==> src/rtl/cis_map.svh <==
// register map, field positions, reset values and timing figures
`ifndef CIS_MAP_SVH
`define CIS_MAP_SVH
`define CIS_A_CTRL 8'h00
`define CIS_A_EXT 8'h04
`define CIS_A_ROUTE 8'h08
`define CIS_A_SOCK 8'h10
`define CIS_A_STAT 8'h20
`define CIS_A_STEP 8'h04
`define CIS_CTRL_RST 32'h0000_0002
`define CIS_EXT_RST 32'h0000_0002
`define CIS_ROUTE_RST 32'h0000_00ff
`define CIS_SOCK_RST 32'h0000_0000
`define CIS_B_EXTCLK 0
`define CIS_B_LPD 1
`define CIS_B_SUSP 2
`define CIS_B_RING 7
`define CIS_B_AUTOOFF 1
`define CIS_B_CPCI 3
`define CIS_B_MPCI 4
`define CIS_B_SHARE 5
`define CIS_B_IO 4
`define CIS_B_RIA 5
`define CIS_B_RIB 7
`define CIS_B_VCC 8
`define CIS_B_VPP 9
`define CIS_B_V3 10
`define CIS_B_APA 12
`define CIS_B_APB 13
`define CIS_PIN_CLK 8
`define CIS_PIN_RING 9
`define CIS_PULSE_NS 100
`define CIS_CLK_NS 10
`endif

==> src/rtl/cis_pkg.sv <==
// types shared by the interrupt steering and power mode block
package cis_pkg;
  typedef enum logic [1:0] {
    CIS_ACTIVE = 2'b00,
    CIS_LOWPWR = 2'b01,
    CIS_SUSPEND = 2'b10
  } cis_mode_t;
  typedef struct packed {
    logic cd1_b;
    logic cd2_b;
    logic rdy_irq_b;
    logic stschg_b;
    logic bvd2;
    logic vs1;
    logic vs2;
  } cis_sock_in_t;
  typedef struct packed {
    logic vcc5_en;
    logic vcc3_en;
    logic vpp1_en;
    logic vpp2_en;
  } cis_pwr_out_t;
endpackage : cis_pkg

==> src/rtl/cis_top.sv <==
// interrupt steering, power modes and socket power switching
//
// Summary of operation
// - ten interrupt pins, each open-drain active-low or push-pull active-high
// - management interrupt pin goes open-drain active-low when its select is set
// - card interrupt pin goes open-drain active-low when its select is set
// - io card ready/irq raises card interrupt; status changes raise management class
// - four enabled management sources: detect, battery warn, battery dead, ready
// - card and management interrupts each steered to any of ten pins
// - shared push-pull pin pulses then floats instead of holding a level
// - pin eight becomes external clock input when its select bit is one
// - pin nine passes io card status change out as active-low ring
// - ring input accepted only with both socket ring enables set
// - low-power dynamic mode after reset; clearing its bit selects normal
// - idle low-power state gates clocks, holds card lines, keeps supplies
// - card activity, register access or detect change wakes, then sleeps again
// - suspend bit stops all clocks and outranks low-power dynamic mode
// - suspended: only control register writes accepted, card cycles ignored
// - suspended: interrupts still pass; supplies change only on card insertion or removal
// - six power control and sense pins per socket, software or automatic
// - card removal switches supplies off unless auto-off is cleared
// - both auto power bits set: insertion switches the socket supply on
`include "cis_map.svh"
module cis_top #(
  parameter int NSOCK = 2,
  parameter int PULSE_CYC = (`CIS_PULSE_NS + `CIS_CLK_NS - 1) / `CIS_CLK_NS
) (
  // clock and reset
  input wire logic clk,
  input wire logic rst_b,
  // apb slave
  input wire logic psel,
  input wire logic penable,
  input wire logic pwrite,
  input wire logic [7:0] paddr,
  input wire logic [31:0] pwdata,
  output logic [31:0] prdata,
  output logic pready,
  output logic pslverr,
  // socket pins
  input wire cis_pkg::cis_sock_in_t [NSOCK-1:0] sock_in,
  output cis_pkg::cis_pwr_out_t [NSOCK-1:0] sock_pwr,
  // card bus side
  input wire logic card_busy,
  output logic card_cycle_allow,
  output logic card_bus_hold,
  // clocking control
  output logic core_clk_en,
  output logic core_clk_src_ext,
  // interrupt pins
  output logic [9:0] irq_out,
  output logic [9:0] irq_oe_b
);
  import cis_pkg::*;
  localparam int W = 7 * NSOCK;
  localparam int PC = PULSE_CYC;

  // true when a route field names pin p
  function automatic logic pin_hit(input logic [3:0] sel, input int p);
    pin_hit = (sel == 4'(p));
  endfunction : pin_hit

  logic [31:0] ctrl_ff, ext_ff, route_ff;
  logic [W-1:0] s1_ff, s2_ff, s3_ff, filt_ff, prev_ff;
  cis_sock_in_t [NSOCK-1:0] fs, ps;
  cis_mode_t mode_ff, nxt_mode;
  logic [31:0] sock_rd [NSOCK];
  logic [31:0] stat_rd [NSOCK];
  logic [31:0] rd_word, prdata_ff;
  logic [NSOCK-1:0] present, insert, remove, cd_chg, cirq, ring_acc;
  logic card_irq, mgmt_irq, ring, activity, pin_active;
  logic [NSOCK-1:0] mflag_any;

  // apb decode; zero wait states, data registered in setup
  wire setup = psel & ~penable;
  wire acc = psel & penable;
  wire hit_ctrl = (paddr == `CIS_A_CTRL);
  wire hit_ext = (paddr == `CIS_A_EXT);
  wire hit_route = (paddr == `CIS_A_ROUTE);
  wire susp_bit = ctrl_ff[`CIS_B_SUSP];
  logic [NSOCK-1:0] hit_sock, hit_stat;
  wire hit_any = hit_ctrl | hit_ext | hit_route | (|hit_sock) | (|hit_stat);
  wire refuse = susp_bit & ~hit_ctrl;
  wire wr = acc & pwrite & ~refuse;
  assign pready = 1'b1;
  assign pslverr = acc & (~hit_any | refuse);
  assign prdata = prdata_ff;

  // read data mux
  always_comb begin
    rd_word = 32'h0;
    if (hit_ctrl) rd_word = {22'h0, mode_ff, ctrl_ff[7:0]};
    if (hit_ext) rd_word = ext_ff;
    if (hit_route) rd_word = route_ff;
    for (int s = 0; s < NSOCK; s++) begin
      if (hit_sock[s]) rd_word = sock_rd[s];
      if (hit_stat[s]) rd_word = stat_rd[s];
    end
    if (refuse) rd_word = 32'h0;
  end

  // global registers
  always_ff @(posedge clk or negedge rst_b) begin
    if (!rst_b) begin
      ctrl_ff <= `CIS_CTRL_RST;
      ext_ff <= `CIS_EXT_RST;
      route_ff <= `CIS_ROUTE_RST;
      prdata_ff <= 32'h0;
    end else begin
      if (wr && hit_ctrl) ctrl_ff <= {24'h0, pwdata[7:0] & 8'h87};
      if (wr && hit_ext) ext_ff <= pwdata & 32'h0000_003a;
      if (wr && hit_route) route_ff <= {24'h0, pwdata[7:0]};
      if (setup) prdata_ff <= rd_word;
    end
  end

  // pin inputs: three stages, change taken when stages two and three agree
  wire [W-1:0] raw = sock_in;
  wire [W-1:0] agree = ~(s2_ff ^ s3_ff);
  always_ff @(posedge clk or negedge rst_b) begin
    if (!rst_b) begin
      s1_ff <= {W{1'b1}};
      s2_ff <= {W{1'b1}};
      s3_ff <= {W{1'b1}};
      filt_ff <= {W{1'b1}};
      prev_ff <= {W{1'b1}};
    end else begin
      s1_ff <= raw;
      s2_ff <= s1_ff;
      s3_ff <= s2_ff;
      filt_ff <= (agree & s2_ff) | (~agree & filt_ff);
      prev_ff <= filt_ff;
    end
  end
  assign fs = filt_ff;
  assign ps = prev_ff;

  // per socket configuration, status, flags and power
  generate
    for (genvar s = 0; s < NSOCK; s++) begin : g_sock
      logic [31:0] cfg_ff;
      logic [3:0] flag_ff, nxt_flag, ev;
      logic [1:0] pwr_ff, nxt_pwr;
      wire io = cfg_ff[`CIS_B_IO];
      wire was_in = ~ps[s].cd1_b & ~ps[s].cd2_b;
      assign hit_sock[s] = (paddr == 8'(`CIS_A_SOCK + s * 4));
      assign hit_stat[s] = (paddr == 8'(`CIS_A_STAT + s * 4));
      assign present[s] = ~fs[s].cd1_b & ~fs[s].cd2_b;
      assign insert[s] = present[s] & ~was_in;
      assign remove[s] = ~present[s] & was_in;
      assign cd_chg[s] = insert[s] | remove[s];
      // card interrupt from ready/irq of an io card
      assign cirq[s] = io & present[s] & ~fs[s].rdy_irq_b;
      // status change events, each gated by its enable
      assign ev[0] = cd_chg[s];
      assign ev[1] = ~io & (fs[s].bvd2 ^ ps[s].bvd2);
      assign ev[2] = fs[s].stschg_b ^ ps[s].stschg_b;
      assign ev[3] = ~io & (fs[s].rdy_irq_b ^ ps[s].rdy_irq_b);
      wire [3:0] clr = (wr && hit_stat[s]) ? pwdata[3:0] : 4'h0;
      assign nxt_flag = (flag_ff & ~clr) | (ev & cfg_ff[3:0]);
      assign mflag_any[s] = |flag_ff;
      // ring input accepted only with both ring enables
      assign ring_acc[s] = io & cfg_ff[`CIS_B_RIA] & cfg_ff[`CIS_B_RIB] & ~fs[s].stschg_b;
      // hardware power events win over a software write
      wire ap = cfg_ff[`CIS_B_APA] & cfg_ff[`CIS_B_APB];
      always_comb begin
        nxt_pwr = pwr_ff;
        if (wr && hit_sock[s]) nxt_pwr = pwdata[`CIS_B_VPP:`CIS_B_VCC];
        if (insert[s] && ap) nxt_pwr[0] = 1'b1;
        if (remove[s] && ext_ff[`CIS_B_AUTOOFF]) nxt_pwr = 2'b00;
      end
      always_ff @(posedge clk or negedge rst_b) begin
        if (!rst_b) begin
          cfg_ff <= `CIS_SOCK_RST;
          flag_ff <= 4'h0;
          pwr_ff <= 2'b00;
        end else begin
          if (wr && hit_sock[s]) cfg_ff <= pwdata & 32'h0000_34bf;
          flag_ff <= nxt_flag;
          pwr_ff <= nxt_pwr;
        end
      end
      wire v3 = cfg_ff[`CIS_B_V3];
      assign sock_pwr[s] = {pwr_ff[0] & ~v3, pwr_ff[0] & v3, pwr_ff[1], pwr_ff[1]};
      assign sock_rd[s] = {cfg_ff[31:10], pwr_ff, cfg_ff[7:0]};
      assign stat_rd[s] = {22'h0, fs[s].vs2, fs[s].vs1, pwr_ff, cirq[s], present[s], flag_ff};
    end
  endgenerate

  assign card_irq = |cirq;
  assign mgmt_irq = |mflag_any;
  assign ring = |ring_acc;

  // power mode: suspend first, then low-power when idle
  assign activity = card_busy | psel | (|cd_chg);
  always_comb begin
    nxt_mode = CIS_ACTIVE;
    case (1'b1)
      susp_bit: nxt_mode = CIS_SUSPEND;
      ctrl_ff[`CIS_B_LPD] && !activity: nxt_mode = CIS_LOWPWR;
      default: nxt_mode = CIS_ACTIVE;
    endcase
  end
  always_ff @(posedge clk or negedge rst_b) begin
    if (!rst_b) mode_ff <= CIS_ACTIVE;
    else mode_ff <= nxt_mode;
  end
  assign core_clk_en = (mode_ff == CIS_ACTIVE);
  assign card_bus_hold = (mode_ff != CIS_ACTIVE);
  assign card_cycle_allow = (mode_ff != CIS_SUSPEND);
  assign core_clk_src_ext = ctrl_ff[`CIS_B_EXTCLK] & ~psel;

  // interrupt pins
  logic [9:0] req, pci;
  generate
    for (genvar p = 0; p < 10; p++) begin : g_pin
      logic req_q_ff;
      logic [7:0] cnt_ff;
      wire ch = pin_hit(route_ff[3:0], p);
      wire mh = pin_hit(route_ff[7:4], p);
      assign req[p] = (ch & card_irq) | (mh & mgmt_irq);
      assign pci[p] = (ch & ext_ff[`CIS_B_CPCI]) | (mh & ext_ff[`CIS_B_MPCI]);
      wire share = ext_ff[`CIS_B_SHARE] & ~pci[p];
      wire rise = req[p] & ~req_q_ff;
      always_ff @(posedge clk or negedge rst_b) begin
        if (!rst_b) begin
          req_q_ff <= 1'b0;
          cnt_ff <= 8'h0;
        end else begin
          req_q_ff <= req[p];
          if (rise && share) cnt_ff <= 8'(PC);
          else if (cnt_ff != 8'h0) cnt_ff <= cnt_ff - 8'h1;
        end
      end
      logic o, oeb;
      always_comb begin
        if (pci[p]) begin
          o = 1'b0;
          oeb = ~req[p];
        end else if (share) begin
          o = 1'b1;
          oeb = (cnt_ff == 8'h0);
        end else begin
          o = req[p];
          oeb = 1'b0;
        end
        if (p == `CIS_PIN_CLK && ctrl_ff[`CIS_B_EXTCLK]) begin
          o = 1'b0;
          oeb = 1'b1;
        end
        if (p == `CIS_PIN_RING && ctrl_ff[`CIS_B_RING]) begin
          o = ~ring;
          oeb = 1'b0;
        end
      end
      assign irq_out[p] = o;
      assign irq_oe_b[p] = oeb;
      property p_pulse;
        @(posedge clk) disable iff (!rst_b)
        (rise && share && !(p == `CIS_PIN_CLK || p == `CIS_PIN_RING)) |=>
          (cnt_ff != 8'h0) ##[PC:PC] (cnt_ff == 8'h0);
      endproperty
      a_pulse: assert property (p_pulse) else $error("share pulse length wrong");
    end
  endgenerate
  assign pin_active = |req;

  // checks
  property p_susp;
    @(posedge clk) disable iff (!rst_b)
    susp_bit |=> (mode_ff == CIS_SUSPEND) && !core_clk_en;
  endproperty
  a_susp: assert property (p_susp) else $error("suspend did not stop clocks");
  property p_low;
    @(posedge clk) disable iff (!rst_b)
    (ctrl_ff[`CIS_B_LPD] && !susp_bit && !activity) |=> !core_clk_en && card_bus_hold;
  endproperty
  a_low: assert property (p_low) else $error("idle did not enter low power");
  property p_wake;
    @(posedge clk) disable iff (!rst_b)
    (activity && !susp_bit) |=> core_clk_en;
  endproperty
  a_wake: assert property (p_wake) else $error("activity did not wake");
  property p_od;
    @(posedge clk) disable iff (!rst_b)
    (|(pci & req & 10'h0ff)) |-> ((irq_out | irq_oe_b) & pci & req & 10'h0ff) == 10'h0;
  endproperty
  a_od: assert property (p_od) else $error("open drain pin not pulled low");
  property p_ring;
    @(posedge clk) disable iff (!rst_b)
    ctrl_ff[`CIS_B_RING] |-> (irq_out[`CIS_PIN_RING] == !ring) && !irq_oe_b[`CIS_PIN_RING];
  endproperty
  a_ring: assert property (p_ring) else $error("ring output wrong");
  property p_ext;
    @(posedge clk) disable iff (!rst_b)
    ctrl_ff[`CIS_B_EXTCLK] |-> irq_oe_b[`CIS_PIN_CLK];
  endproperty
  a_ext: assert property (p_ext) else $error("clock pin driven");
  property p_off;
    @(posedge clk) disable iff (!rst_b)
    (remove[0] && ext_ff[`CIS_B_AUTOOFF]) |=> sock_pwr[0] == 4'h0;
  endproperty
  a_off: assert property (p_off) else $error("removal left power on");
  property p_on;
    @(posedge clk) disable iff (!rst_b)
    (insert[0] && !remove[0] && g_sock[0].ap) |=> (sock_pwr[0].vcc5_en || sock_pwr[0].vcc3_en);
  endproperty
  a_on: assert property (p_on) else $error("insertion left power off");
  property p_sticky;
    @(posedge clk) disable iff (!rst_b)
    (g_sock[0].ev[0] && g_sock[0].cfg_ff[0]) |=> g_sock[0].flag_ff[0];
  endproperty
  a_sticky: assert property (p_sticky) else $error("status event lost");
  property p_refuse;
    @(posedge clk) disable iff (!rst_b)
    (acc && pwrite && susp_bit && hit_route) |=> $stable(route_ff);
  endproperty
  a_refuse: assert property (p_refuse) else $error("write taken in suspend");
  property p_flag_clr;
    @(posedge clk) disable iff (!rst_b)
    (wr && hit_stat[0] && pwdata[0] && !g_sock[0].ev[0]) |=> !g_sock[0].flag_ff[0];
  endproperty
  a_flag_clr: assert property (p_flag_clr) else $error("status flag not cleared");
  property p_pwr_susp;
    @(posedge clk) disable iff (!rst_b)
    (susp_bit && !(|cd_chg)) |=> $stable(sock_pwr);
  endproperty
  a_pwr_susp: assert property (p_pwr_susp) else $error("supply changed in suspend");
  property p_susp_rd;
    @(posedge clk) disable iff (!rst_b)
    (setup && susp_bit && !hit_ctrl) |=> (prdata == 32'h0);
  endproperty
  a_susp_rd: assert property (p_susp_rd) else $error("register read in suspend");
  c_pulse: cover property (@(posedge clk) disable iff (!rst_b) pin_active && ext_ff[`CIS_B_SHARE]);
  c_susp: cover property (@(posedge clk) disable iff (!rst_b) mode_ff == CIS_SUSPEND ##1 mode_ff == CIS_ACTIVE);
  c_ins: cover property (@(posedge clk) disable iff (!rst_b) insert[0] ##[1:50] remove[0]);
  c_ring: cover property (@(posedge clk) disable iff (!rst_b) ctrl_ff[`CIS_B_RING] && ring);
  c_ext: cover property (@(posedge clk) disable iff (!rst_b) core_clk_src_ext);
endmodule : cis_top

==> config.mk <==
export PLATFORM = sky130hd
export DESIGN_NAME = cis_top
export DESIGN_NICKNAME = d
export VERILOG_FILES = /design/src/rtl/cis_pkg.sv /design/src/rtl/cis_top.sv
export VERILOG_INCLUDE_DIRS = /design/src /design/src/rtl
export SDC_FILE = /design/constraint.sdc
export NUM_CORES = 1
export LEC_CHECK = 0
export BUFFER_PORTS_ARGS = -buffer_cell sky130_fd_sc_hd__buf_2
export CORE_MARGIN = 5
export CORE_UTILIZATION = 45
export CTS_BUF_LIST = sky130_fd_sc_hd__clkbuf_2
export CTS_CLUSTER_DIAMETER = 100
export DETAILED_ROUTE_END_ITERATION = 6
export HOLD_SLACK_MARGIN = 0.06
export SYNTH_ARGS = -nofsm -noshare
export SYNTH_HDL_FRONTEND = slang
export SYNTH_SLANG_ARGS = --single-unit
export TNS_END_PERCENT = 100
==> constraint.sdc <==
create_clock -name clk -period 2.8 [get_ports clk]
set_input_delay 0.28 -clock clk [delete_from_list [all_inputs] [get_ports clk]]
set_output_delay 0.28 -clock clk [all_outputs]
set_load 0.03 [all_outputs]
Word-level counts from Yosys, hierarchy flattened
Index checks and enable logic that the tools add are counted.

storage, ports and cells
  register bits = 242
  input bits = 60
  word-level logic and storage cells = 423
  output and inout port bits = 66

operators by class
  add/subtract/negate cells = 10
  bitwise gates (word level) = 200
  reductions and logical operators = 68
  eq/ne operators = 25
  multiplexer cells = 82

operators by type and width
  kind                 count
  $mux 8               20
  $and 1x1->1          95
  $logic_not 8->1      11
  $reduce_bool 8->1    10
  $sub 8x1->8 const B  10
  $mux 14              5
  $not 1->1            56
  $mux 1               47
  $eq 4x3->1 const B   8
  $mux 10              3
  $or 1x1->1           29
  $and 14x14->14       2
  $not 14->14          2
  $reduce_bool 2->1    13
  $logic_and 1x1->1    22
  $and 4x4->4          4
  $eq 4x2->1 const B   4
  $eq 4x4->1 const B   4
  $eq 8x5->1 const B   2
  $eq 8x6->1 const B   2
  $or 14x14->14        1
  $xor 14x14->14       1
  $mux 2               5
  $reduce_or 2->1      5
  other kinds (13)     24

Longest topological paths before layout
  depth after elaboration = 11
  gate-level depth with buffers = 8
  depth with buffers taken out = 6

Least setup slack after synthesis
Ideal clock, no wire load.

  path type = register -> output
  start = reg g_pin[8].cnt_ff[0]
  end = out irq_oe_b[8]
  arrival = 2161 ps
  cell stages (with the launch flop) = 8
  buffers on the path = 1
  slack = 359 ps
  data required time = 2520 ps
  path through = dfrtp_1 -> inv_1 -> ha_1 -> or3b_2 -> nor4_1 -> a31oi_1 -> o21ai_0 -> buf_4

on the way
  longest elaborated chain between the ends = 4

ends and longest elaborated chain
  what                    line            text
  from (decl)             cis_top.sv:218  logic [7:0] cnt_ff;
  from (signal assigned)  cis_top.sv:231  if (rise && share) cnt_ff <= 8'(PC);
  from (signal assigned)  cis_top.sv:232  else if (cnt_ff != 8'h0) cnt_ff <= cnt_ff - 8'h1;
  $logic_not 8->1         cis_top.sv:242  oeb = (cnt_ff == 8'h0);
  $mux 1                  cis_top.sv:240  end else if (share) begin
  $mux 1                  cis_top.sv:237  if (pci[p]) begin
  $mux 1                  cis_top.sv:247  if (p == `CIS_PIN_CLK && ctrl_ff[`CIS_B_EXTCLK]) begin
  to (decl)               cis_top.sv:52   output logic [9:0] irq_oe_b

Every way passes these cells.

Worst setup path after layout
  start = reg g_sock[0].flag_ff[0]
  end = out irq_oe_b[8]

on the way
  longest elaborated chain between the ends = 6

ends and longest elaborated chain
  what                    line            text
  from (decl)             cis_top.sv:142  logic [3:0] flag_ff, nxt_flag, ev;
  from (signal assigned)  cis_top.sv:179  flag_ff <= nxt_flag;
  $reduce_or 8->1         cis_top.sv:191  assign mgmt_irq = |mflag_any;
  $and 1x1->1             cis_top.sv:221  assign req[p] = (ch & card_irq) | (mh & mgmt_irq);
  $or 1x1->1              cis_top.sv:221
  net req[8]              cis_top.sv:214  logic [9:0] req, pci;
  $not 1->1               cis_top.sv:239  oeb = ~req[p];
  $mux 1                  cis_top.sv:237
  $mux 1                  cis_top.sv:247

The timed path passes the listed nets, and every way through them passes these cells.

==> run metrics <==
status=finished, violations left; failing checks=setup timing; WS Path Type=register to primary output; min cycle time layout=a little over 3 ns; Die W=about 170 um; largest net degree at the start of global routing=78; detailed-route via count=between 8000 and 9000; fill count=2159; Fmax achieved=around 320 MHz; share of cells above drive strength 1=0.353; CTS tree=built; Synth Cell Area=roughly 11000 um^2; initial detailed-routing violation count=578; Cell Pwr Density=692 nW/um^2; Max Root-Sink Buffers=3; Initial Utilization=0.457; r2r setup slk=0.12 ns; # setup viols final=20; hold path depth=5; RSZ-0062 raised after global routing=yes; Final Wtd Congestion=0.920; fin crit share=1.10; Worst-Skew Late Latency=0.85 ns; row count=57; DRC violations left=0; Final Power=approximately 9.4 mW; first-pass GRT wire length=44400 um; CP Capture Type=primary output; die area=28000 um^2; Clock Tree Root=clkbuf_2; Synth area leaders=dfrtp_1, dfstp_2, mux2_2; ys flop type=dfrtp_1; Via density=between 5 and 6; register area=~5600 um^2; GRT Util Overall=0.190; Reg clk slew, reported paths=between 0.1 and 0.15 ns; fin util=0.559; clock skew=around 0.054 ns; Synth Instances=a little over 1000; H-tree lvl count=2; critical path required time=approximately 2.5 ns; vias in the first global route=roughly 8400; core area=between 20000 and 25000 um^2; DRT antenna net count=0; cell taking the most area after synthesis=dfrtp_1; R2R Path End=mode_ff[0]; chip height=about 170 um; Port Buf Inserts=86; Inst Count DP=1400; Hold Crit Start=paddr[4]; Final Hold Fails=0; Gate power share=0.281; Clk pwr share=0.233; number of synthesis warnings=0; initial antenna violation count=1; Multi-input gate area=5240 um^2; ys async rst share=1.00; share of the synthesized area in the top cell type=0.322; CTS Sinks=219; drt first pass iters=5; HP Class=input pin to register; remaining global-route overflow=0; placed wire-length estimate after detailed placement=approximately 18000 um; sequential fraction of the synthesis area=0.501; internal power=slightly above 6 mW; Lkg Pwr=between 5 and 6 nW; Net count, final=between 1000 and 1500; Slew @ Worst Pin=0.710 ns; Setup WS post-layout=-0.278 ns; flops & latches, synth=between 200 and 250; sw frac=0.354; Post-synth EDFFs=0; Seq pwr share=0.487; Worst VDD drop=~340 uV; I/O pins=approximately 130; Max Cap Viol=0; Rel. slew slack=0.520; CP max FO=5; WP data arrival=approximately 2.8 ns; sw power=3.33 mW; WL/cell=around 17 um; synth-to-layout area growth=22.1%; Min-Delay Endpoint=ext_ff[5]; Routed WL=27100 um; TritonCTS buffer count=57; mean post-synth cell area=~11 um^2; non-filler instance count after layout=1593; startpoint types=register; max-slew violations=0; library cells used by synthesis=75; R2R cell count=6
registers in the layout, indices dropped and copies added, names as in the netlist, 10 cells and up, named ones only:
signal          flops
g_pin.req_q_ff     10
g_sock.cfg_ff      20
prdata             13
g_pin.cnt_ff       80
s3_ff              14
s1_ff              14
s2_ff              14
prev_ff            10
per-stage QoR:
step                      worst slack (ns)  area [um^2]  hold slack [ns]  setup TNS [ns]
after global routing                -0.441        13600           0.0827           -6.25
after floorplan                      0.359        11200          -0.0156               0
final                               -0.278        13600            0.133           -3.01
after detailed placement             0.218        11800            0.210               0
after global placement               0.258        11800            0.213               0
after CTS                           -0.366        13500           0.0647           -5.14
Yosys cell counts, types with 6 or more instances:
cell type,instances
maj3_1,15
or3b_2,11
a2111oi_4,10
nor4_1,12
or3_1,17
o31ai_1,12
mux2_2,36
buf_2,6
nand3_1,12
or2_2,11
nor3_1,33
o21ai_0,33
xnor2_1,15
a31oi_1,11
inv_1,45
a32oi_1,6
dfrtp_1,143
nor2_1,82
nand3b_1,13
nand2_1,53
o211ai_1,25
buf_4,45
ha_1,14
a211o_1,11
a22oi_1,6
o22ai_1,12
clkbuf_1,21
mux2i_1,19
a211oi_1,8
nor2b_1,24
a22o_1,11
dfstp_2,76
xor2_1,20
or4_1,15
a21oi_1,30
nand2b_1,18
cells in the final DEF, fill, tap and decap left out, drive strengths merged, types with 19 or more instances in the layout:
master,instances
buf,151
dfrtp,143
clkbuf,92
nor2,82
dfstp,76
dlygate4sd3,58
nand2,53
inv,46
mux2,36
o21ai,34
nor3,33
a21oi,30
o211ai,27
nor2b,24
xor2,20
conb,20
mux2i,19
layout make-up:
type,count,share of cell area
sequential,219,0.410
tap,324,0.0298
antenna,2,0.000368
clock inverter,11,0.00424
timing repair buffer,209,0.123
multi-input combinational,691,0.386
inverter,45,0.0124
clock buffer,92,0.0339
layer usage:
metal  wire (um)  track usage  vias up
met5           0            0        -
met4         472       0.0519        0
met3        1510       0.0370       39
met2       12400        0.293      231
met1       12700        0.276     4170
li1            -            -     4115
worst max path at each step:
stage                                     from           to  cells after the start
after floorplan             g_pin[8].cnt_ff[0]  irq_oe_b[8]                      7
after global placement    g_sock[1].flag_ff[3]  irq_oe_b[9]                      5
after detailed placement  g_sock[1].flag_ff[3]  irq_oe_b[9]                      5
after CTS                 g_sock[1].flag_ff[1]  irq_oe_b[9]                      5
after global routing      g_sock[1].flag_ff[1]  irq_oe_b[8]                      6
final                     g_sock[0].flag_ff[0]  irq_oe_b[8]                      6
power by group through the flow:
stage	logic [mW]	registers (mW)	clock network, mW
after global placement	2.37	4.60	0
after CTS	2.63	4.57	2.31
after global routing	2.99	4.70	2.46
after floorplan	2.03	4.44	0
final	2.64	4.58	2.19
after detailed placement	2.46	4.61	0
worst max-delay path, cell delays in order, from the launching register on:
cell      delay, ns
dfrtp_1        0.42
or4_4          0.56
buf_6          0.16
o211ai_1       0.29
nand2_1        0.15
o21ai_2        0.22
buf_6          0.16
timing repair:
item	CTS	global route
resized for setup	92	12
hold buffers	59	0
hold endpoints to repair	280	0
setup buffers	19	7
setup endpoints to repair	21	21
gates cloned	3	0
pin swaps	29	9
logic make-up (layout without fill, tap and decap cells):
family          Yosys count  count (layout)  synth area share
simple gates            334             334             0.166
flops                   219             219             0.501
buf+inv                 126             357            0.0617
mux                      55              55            0.0535
xor+xnor                 35              35            0.0276
other cells               2              22          0.000675
fa+ha+maj                29              29            0.0292
compound gates          218             218             0.160
Power figures use the tool's default switching activity.
